File: src/pkg/crcpad_pkg.sv
// package for the checksum padding register bank
// assumes a 32-bit apb slave with one register per aligned word
`default_nettype none

package crcpad_pkg;

	////////////////////////////////////////////////////////////////////////////
	// register indices; byte address is four times the index
	localparam logic [7:0] IDX_PAD_DD = 8'hdd;
	localparam logic [7:0] IDX_PAD_DE = 8'hde;
	localparam logic [7:0] IDX_PAD_DF = 8'hdf;
	localparam logic [7:0] IDX_PAD_E0 = 8'he0;
	localparam logic [7:0] IDX_PAD_E1 = 8'he1;
	localparam logic [7:0] IDX_PAD_E2 = 8'he2;
	localparam logic [7:0] IDX_CHECKSUM = 8'hfe;
	localparam logic [7:0] IDX_CALC = 8'hf0;
	localparam logic [7:0] IDX_STATUS = 8'hf1;

	////////////////////////////////////////////////////////////////////////////
	// writable bit masks; bits outside a mask read their fixed value
	localparam logic [15:0] WMASK_DD = 16'he01f;
	localparam logic [15:0] WMASK_DE = 16'he01f;
	localparam logic [15:0] WMASK_DF = 16'he01f;
	localparam logic [15:0] WMASK_E0 = 16'h0c30;
	localparam logic [15:0] WMASK_E1 = 16'hffff;
	localparam logic [15:0] WMASK_E2 = 16'hff00;
	localparam logic [15:0] WMASK_CHECKSUM = 16'hffff;

	// fixed reserved patterns
	localparam logic [15:0] FIXED_DD = 16'h0000;
	localparam logic [15:0] FIXED_DE = 16'h0000;
	localparam logic [15:0] FIXED_DF = 16'h0000;
	localparam logic [15:0] FIXED_E0 = 16'h0200;
	localparam logic [15:0] FIXED_E1 = 16'h0000;
	localparam logic [15:0] FIXED_E2 = 16'h0000;

	// reset values of whole registers
	localparam logic [15:0] RST_DD = 16'h000d;
	localparam logic [15:0] RST_DE = 16'h000e;
	localparam logic [15:0] RST_DF = 16'h000f;
	localparam logic [15:0] RST_E0 = 16'h0210;
	localparam logic [15:0] RST_E1 = 16'h0000;
	localparam logic [15:0] RST_E2 = 16'h0000;
	localparam logic [15:0] RST_CHECKSUM = 16'h0000;

	////////////////////////////////////////////////////////////////////////////
	// status fields and checksum engine constants
	localparam int STAT_MATCH_BIT = 0;
	localparam logic [15:0] CRC_POLY = 16'h1021;
	localparam logic [15:0] CRC_INIT = 16'hffff;
	localparam int PAD_WORDS = 6;

endpackage : crcpad_pkg

`default_nettype wire

File: src/design/crcpad_crc16.sv
// checksum engine over the padding words, msb first
// assumes the words are stable or change only by register writes
`default_nettype none

module crcpad_crc16
	import crcpad_pkg::*;
#(
	parameter int WORDS = PAD_WORDS
)
(
	input wire logic pclk,
	input wire logic presetn,
	input wire logic [16*WORDS-1:0] pad_words,
	output logic [15:0] crc_value
);

	////////////////////////////////////////////////////////////////////////////
	// elaboration check
	if (WORDS < 1)
	begin : g_bad_words
		$error("crcpad_crc16: WORDS must be at least one");
	end

	// bitwise crc over the whole vector, first word in the top bits
	function automatic logic [15:0] crc_of(input logic [16*WORDS-1:0] data);
		logic [15:0] c;
		logic fb;
		c = CRC_INIT;
		fb = 1'b0;
		for (int i = 16*WORDS-1; i >= 0; i--)
		begin
			fb = c[15] ^ data[i];
			c = {c[14:0], 1'b0};
			if (fb)
			begin
				c = c ^ CRC_POLY;
			end
		end
		return c;
	endfunction : crc_of

	////////////////////////////////////////////////////////////////////////////
	// registered result, one cycle behind the words
	always_ff @(posedge pclk or negedge presetn)
	begin
		if (!presetn)
		begin
			crc_value <= 16'h0000;
		end
		else
		begin
			crc_value <= crc_of(pad_words);
		end
	end

endmodule : crcpad_crc16

`default_nettype wire

File: src/design/crcpad_bank.sv
// padding register bank with section three checksum register, apb slave
// assumes apb4 master on pclk, zero wait states, presetn asynchronous
//
// Our own choice: the APB slave port.
`default_nettype none

module crcpad_bank
	import crcpad_pkg::*;
#(
	parameter int ADDR_W = 12
)
(
	input wire logic pclk,
	input wire logic presetn,
	input wire logic psel,
	input wire logic penable,
	input wire logic pwrite,
	input wire logic [ADDR_W-1:0] paddr,
	input wire logic [31:0] pwdata,
	input wire logic [3:0] pstrb,
	output logic [31:0] prdata,
	output logic pready,
	output logic pslverr,
	output logic section_three_checksum_ok
);

	////////////////////////////////////////////////////////////////////////////
	// elaboration check: index fe needs ten address bits
	if (ADDR_W < 10)
	begin : g_bad_addr
		$error("crcpad_bank: ADDR_W must be at least ten");
	end

	// true when the word address selects the given index
	function automatic logic hits(
		input logic [ADDR_W-1:0] a,
		input logic [7:0] idx
	);
		return (a[1:0] == 2'b00) && (a[ADDR_W-1:2] == (ADDR_W-2)'(idx));
	endfunction : hits

	// merge write data under byte strobes and writable mask
	function automatic logic [15:0] merge(
		input logic [15:0] old,
		input logic [15:0] wd,
		input logic [1:0] strb,
		input logic [15:0] wmask
	);
		logic [15:0] m;
		m = {{8{strb[1]}}, {8{strb[0]}}} & wmask;
		return (wd & m) | (old & ~m);
	endfunction : merge

	////////////////////////////////////////////////////////////////////////////
	// storage
	logic [15:0] crc_pad_dd;
	logic [15:0] crc_pad_de;
	logic [15:0] crc_pad_df;
	logic [15:0] crc_pad_e0;
	logic [15:0] crc_pad_e1;
	logic [15:0] crc_pad_e2;
	logic [15:0] section_three_checksum_value;
	logic [15:0] calc_crc;

	// bus phase decode
	wire logic setup_phase = psel && !penable;
	wire logic access_wr = psel && penable && pwrite;
	wire logic [15:0] wd16 = pwdata[15:0];
	wire logic [1:0] strb2 = pstrb[1:0];

	// address decode
	wire logic sel_dd = hits(paddr, IDX_PAD_DD);
	wire logic sel_de = hits(paddr, IDX_PAD_DE);
	wire logic sel_df = hits(paddr, IDX_PAD_DF);
	wire logic sel_e0 = hits(paddr, IDX_PAD_E0);
	wire logic sel_e1 = hits(paddr, IDX_PAD_E1);
	wire logic sel_e2 = hits(paddr, IDX_PAD_E2);
	wire logic sel_cs = hits(paddr, IDX_CHECKSUM);
	wire logic sel_calc = hits(paddr, IDX_CALC);
	wire logic sel_stat = hits(paddr, IDX_STATUS);
	wire logic mapped = sel_dd | sel_de | sel_df | sel_e0 | sel_e1 | sel_e2
		| sel_cs | sel_calc | sel_stat;

	// zero wait state slave
	assign pready = 1'b1;

	////////////////////////////////////////////////////////////////////////////
	// pad dd: filler in 15:13 and 4:0, zeros in 12:5
	wire logic wr_dd = access_wr && sel_dd;
	wire logic [15:0] next_pad_dd = merge(crc_pad_dd, wd16, strb2, WMASK_DD);
	wire logic [15:0] view_dd = (crc_pad_dd & WMASK_DD) | FIXED_DD;

	// dd storage, loaded only on the access edge of a write
	always_ff @(posedge pclk or negedge presetn)
	begin
		if (!presetn)
		begin
			crc_pad_dd <= RST_DD;
		end
		else if (wr_dd)
		begin
			crc_pad_dd <= next_pad_dd;
		end
	end

	////////////////////////////////////////////////////////////////////////////
	// pad de: filler in 15:13 and 4:0, zeros in 12:5
	wire logic wr_de = access_wr && sel_de;
	wire logic [15:0] next_pad_de = merge(crc_pad_de, wd16, strb2, WMASK_DE);
	wire logic [15:0] view_de = (crc_pad_de & WMASK_DE) | FIXED_DE;

	// de storage, loaded only on the access edge of a write
	always_ff @(posedge pclk or negedge presetn)
	begin
		if (!presetn)
		begin
			crc_pad_de <= RST_DE;
		end
		else if (wr_de)
		begin
			crc_pad_de <= next_pad_de;
		end
	end

	////////////////////////////////////////////////////////////////////////////
	// pad df: filler in 15:13 and 4:0, zeros in 12:5
	wire logic wr_df = access_wr && sel_df;
	wire logic [15:0] next_pad_df = merge(crc_pad_df, wd16, strb2, WMASK_DF);
	wire logic [15:0] view_df = (crc_pad_df & WMASK_DF) | FIXED_DF;

	// df storage, loaded only on the access edge of a write
	always_ff @(posedge pclk or negedge presetn)
	begin
		if (!presetn)
		begin
			crc_pad_df <= RST_DF;
		end
		else if (wr_df)
		begin
			crc_pad_df <= next_pad_df;
		end
	end

	////////////////////////////////////////////////////////////////////////////
	// pad e0: filler in 11:10 and 5:4, fixed 1000b in 9:6
	wire logic wr_e0 = access_wr && sel_e0;
	wire logic [15:0] next_pad_e0 = merge(crc_pad_e0, wd16, strb2, WMASK_E0);
	wire logic [15:0] view_e0 = (crc_pad_e0 & WMASK_E0) | FIXED_E0;

	// e0 storage; the fixed bits kept here are masked off on read
	always_ff @(posedge pclk or negedge presetn)
	begin
		if (!presetn)
		begin
			crc_pad_e0 <= RST_E0;
		end
		else if (wr_e0)
		begin
			crc_pad_e0 <= next_pad_e0;
		end
	end

	////////////////////////////////////////////////////////////////////////////
	// pad e1: filler across all sixteen bits
	wire logic wr_e1 = access_wr && sel_e1;
	wire logic [15:0] next_pad_e1 = merge(crc_pad_e1, wd16, strb2, WMASK_E1);
	wire logic [15:0] view_e1 = (crc_pad_e1 & WMASK_E1) | FIXED_E1;

	// e1 storage, loaded only on the access edge of a write
	always_ff @(posedge pclk or negedge presetn)
	begin
		if (!presetn)
		begin
			crc_pad_e1 <= RST_E1;
		end
		else if (wr_e1)
		begin
			crc_pad_e1 <= next_pad_e1;
		end
	end

	////////////////////////////////////////////////////////////////////////////
	// pad e2: filler in the upper byte, lower byte reads zero
	wire logic wr_e2 = access_wr && sel_e2;
	wire logic [15:0] next_pad_e2 = merge(crc_pad_e2, wd16, strb2, WMASK_E2);
	wire logic [15:0] view_e2 = (crc_pad_e2 & WMASK_E2) | FIXED_E2;

	// e2 storage, loaded only on the access edge of a write
	always_ff @(posedge pclk or negedge presetn)
	begin
		if (!presetn)
		begin
			crc_pad_e2 <= RST_E2;
		end
		else if (wr_e2)
		begin
			crc_pad_e2 <= next_pad_e2;
		end
	end

	////////////////////////////////////////////////////////////////////////////
	// checksum value at fe: all sixteen bits writable
	wire logic wr_cs = access_wr && sel_cs;
	wire logic [15:0] next_checksum =
		merge(section_three_checksum_value, wd16, strb2, WMASK_CHECKSUM);

	// stored checksum; only compared with the engine, steers nothing else
	always_ff @(posedge pclk or negedge presetn)
	begin
		if (!presetn)
		begin
			section_three_checksum_value <= RST_CHECKSUM;
		end
		else if (wr_cs)
		begin
			section_three_checksum_value <= next_checksum;
		end
	end

	////////////////////////////////////////////////////////////////////////////
	// checksum engine over the padding words only; they steer nothing else
	crcpad_crc16 #(
		.WORDS(PAD_WORDS)
	) i_crcpad_crc16 (
		.pclk(pclk),
		.presetn(presetn),
		.pad_words({view_dd, view_de, view_df, view_e0, view_e1, view_e2}),
		.crc_value(calc_crc)
	);

	// comparison of computed and stored checksum
	wire logic match_now = (calc_crc == section_three_checksum_value);
	wire logic [15:0] status_word = 16'(match_now) << STAT_MATCH_BIT;

	// read data selection
	wire logic [15:0] rd_word =
		sel_dd ? view_dd :
		sel_de ? view_de :
		sel_df ? view_df :
		sel_e0 ? view_e0 :
		sel_e1 ? view_e1 :
		sel_e2 ? view_e2 :
		sel_cs ? section_three_checksum_value :
		sel_calc ? calc_crc :
		sel_stat ? status_word : 16'h0000;

	////////////////////////////////////////////////////////////////////////////
	// read data captured in the setup cycle, held through access
	always_ff @(posedge pclk or negedge presetn)
	begin
		if (!presetn)
		begin
			prdata <= 32'h0000_0000;
		end
		else if (setup_phase)
		begin
			prdata <= {16'h0000, rd_word};
		end
	end

	// error for unmapped or misaligned words, dropped once psel falls
	always_ff @(posedge pclk or negedge presetn)
	begin
		if (!presetn)
		begin
			pslverr <= 1'b0;
		end
		else if (setup_phase)
		begin
			pslverr <= !mapped;
		end
		else if (!psel)
		begin
			pslverr <= 1'b0;
		end
	end

	// registered checksum agreement flag
	always_ff @(posedge pclk or negedge presetn)
	begin
		if (!presetn)
		begin
			section_three_checksum_ok <= 1'b0;
		end
		else
		begin
			section_three_checksum_ok <= match_now;
		end
	end

endmodule : crcpad_bank

`default_nettype wire

File: config.mk
export PLATFORM = sky130hd
export DESIGN_NAME = crcpad_bank
export DESIGN_NICKNAME = d
export VERILOG_FILES = /design/src/pkg/crcpad_pkg.sv /design/src/design/crcpad_crc16.sv /design/src/design/crcpad_bank.sv
export SDC_FILE = /design/constraint.sdc
export NUM_CORES = 1
export LEC_CHECK = 0
export BUFFER_PORTS_ARGS = -buffer_cell sky130_fd_sc_hd__buf_4
export CORE_UTILIZATION = 46
export DETAILED_ROUTE_END_ITERATION = 12
export MAX_ROUTING_LAYER = met4
export PLACE_DENSITY = 0.77
export RECOVER_POWER = 100
export SLEW_MARGIN = 10
export SYNTH_ARGS = -nofsm -noshare
export SYNTH_HDL_FRONTEND = slang
export SYNTH_SLANG_ARGS = --single-unit
File: constraint.sdc
create_clock -name pclk -period 8.5 [get_ports pclk]
set_input_delay 1.7 -clock pclk [delete_from_list [all_inputs] [get_ports pclk]]
set_output_delay 1.7 -clock pclk [all_outputs]
set_load 0.03 [all_outputs]
==> metrics.txt <==
Worst path slowest cell=dfstp_1; Worst-Skew Late Latency=0.35 ns; fmax=182 MHz; CTS tree=built; WP data required=8.72 ns; Inserted Clock Buffers=9; Max-cap violations=1; CTS sink cnt=102; initial antenna violation count=0; nets@finish=708; RSZ-0062 raised after global routing=false; Largest delay share family, worst path=XOR/XNOR gates; critical path start-end classification=reg2reg; crit path cell chain=xnor3_1, xnor2_1, xor3_1, xnor3_1, xnor2_1, xnor3_1, xnor3_2, xnor2_1, xor3_1; most common cell after layout, fill and taps aside=xnor2_1; outcome=finished, violations left; Vias/cell=5.68; register bit total from synthesis=102; clk buf depth=2; Max-slew headroom=-60.2%; Slew Viols, Final=48; setup TNS=0 ns; Syn Inst Count=608; syn_area_per_cell=12.2 µm²; Worst Path Arrival=5.72 ns; setup ws final=3.01 ns; Flop pwr share=46.4%; htree depth=3; R2R setup slack=3.01 ns; Distinct cells, synth=41; DRC viols=0; Worst VDD drop=0.0873 mV; dpl ws=3.93 ns; Primary FF master, synth=dfrtp_1; pwr dens=146 mW/mm²; DP HPWL=15100 µm; leakage=0.00383 µW; Area growth syn-to-layout=9.34%; wirelength, routed=19500 µm; core area=0.0158 mm²; First DRT Iteration DRCs=537; # diodes=0; Psw=352 µW; vias in the first global route=5224; IO Count=88; Async SR Flop Fraction=100%; routability congestion estimate=0.949; internal power=837 µW; clock root buffer=clkbuf_16; final setup fails=0; fin cells=876; critical path endpoint category=register; Post-CTS Resized=0; Hold Worst Slack=0.479 ns; Fin. Hold Viols=0; share of post-route cells with drive strength above 1=20.5%; sequential area share after synthesis=34.6%; first-pass detailed-route iteration total=5; die width=129 µm; highest cell delay on the worst timing path=0.68 ns; commonest non-fill, non-tap cells in the layout=xnor2_1, dfrtp_1, mux2_2; total gr overflow=0; cts hold-fix bufs=0; Overall Global Routing Usage=25.8%; first-pass GRT wire length=30500 µm; crit path launch type=register; setup repair bufs after CTS=0; row cnt=46; Gate power share=20.0%; die area=0.0167 mm²; Worst Clk Skew=0.0110 ns; Switching Fraction=29.6%; CP max FO=6; critical path buffer and inverter count=0; HP Class=reg2reg; Wirelength per Cell=22.2 µm; Starting Density=46.9%; port bufs=52; DR vias=4978; DP Cell Count=860; Die H=129 µm; Synth Warn #=0; cell area after synthesis=0.00742 mm²; clk slew on worst S/H paths=0.07 ns; Tmin final=5.49 ns; fin crit share=64.6%; worst slew pin tran=2.40 ns; Post-synth EDFFs=0; largest net degree at the start of global routing=57; Routed Antenna Nets=0; failing checks=max-capacitance violations, max-slew violations; share of power burned in the clock network=33.6%
-- cells by family (layout without fill, tap and decap cells) --
family,count (synthesis),after routing,synth area share [%]
flops,102,102,34.6
compound gates,67,67,6.12
mux,69,69,10.4
xor+xnor,218,218,38.9
simple gates,107,107,6.61
other cells,2,17,0.101
buf+inv,43,80,3.25
-- routing by layer --
metal  vias to the layer above  wire length (µm)  GRT usage [%]  share of wire (%)
met5                         -                 0              -                  0
met4                         0               612           10.3                3.1
met3                        37              1040           3.18                5.4
met2                       194              9570           42.2                 49
met1                      2552              8230           32.8                 42
li1                       2195                 -              -                  -
-- layout make-up --
type	instances	area, µm²
clock buffer	9	225
clock inverter	7	67.6
sequential	102	2570
fill	1412	7710
inverter	9	33.8
multi-input combinational	478	4620
tap	216	270
timing repair buffer	55	338
-- power by group through the flow --
stage / Sequential, µW / Combinational (µW) / Clock, µW
6_report: 551 / 238 / 399
5_1_grt: 555 / 254 / 423
4_1_cts: 551 / 242 / 406
3_5_place_dp: 560 / 240 / 0
3_3_place_gp: 558 / 236 / 0
2_1_floorplan: 554 / 169 / 0
-- cells in the mapped netlist, types with 9 or more instances --
cell type	n	share of area, %
a221oi_1	12	1.4
buf_4	20	2.0
clkbuf_1	10	0.51
dfrtp_1	91	31
dfstp_2	11	3.9
inv_1	9	0.45
mux2_2	67	10
nand2_1	44	2.2
nor2_1	23	1.2
nor3_1	9	0.61
o21ai_0	23	1.6
xnor2_1	113	13
xnor3_1	53	16
xor2_1	33	3.9
-- worst register-to-register path: stages (launching register included) --
cell and delay, ns:
dfstp_1 0.68, xnor3_1 0.61, xnor2_1 0.68, xor3_1 0.59, xnor3_1 0.44, xnor2_1 0.57, xnor3_1 0.49, xnor3_2 0.39
xnor2_1 0.41, xor3_1 0.51
-- per-stage QoR --
step                power [µW]  utilization, %  instance area, µm²
floorplan                  722               -                7480
global route              1230            51.3                8120
finish                    1190            51.3                8120
detailed placement         800            50.3                7960
CTS                       1200            52.2                8260
global placement           793            50.3                7960
-- worst paths after layout --
path / from / endpoint / cells after the start
worst max-delay path: register / i_crcpad_crc16.crc_value[15] / 9
worst min-delay path: prdata[3] / prdata[3] / 2
worst max register to register: register / i_crcpad_crc16.crc_value[15] / 9
worst min register to register: prdata[3] / prdata[3] / 2
max in group asynchronous: presetn / asynchronous set/reset pin / 2
min in group asynchronous: presetn / asynchronous set/reset pin / 1
No activity file was read; power rests on OpenSTA's default activity.
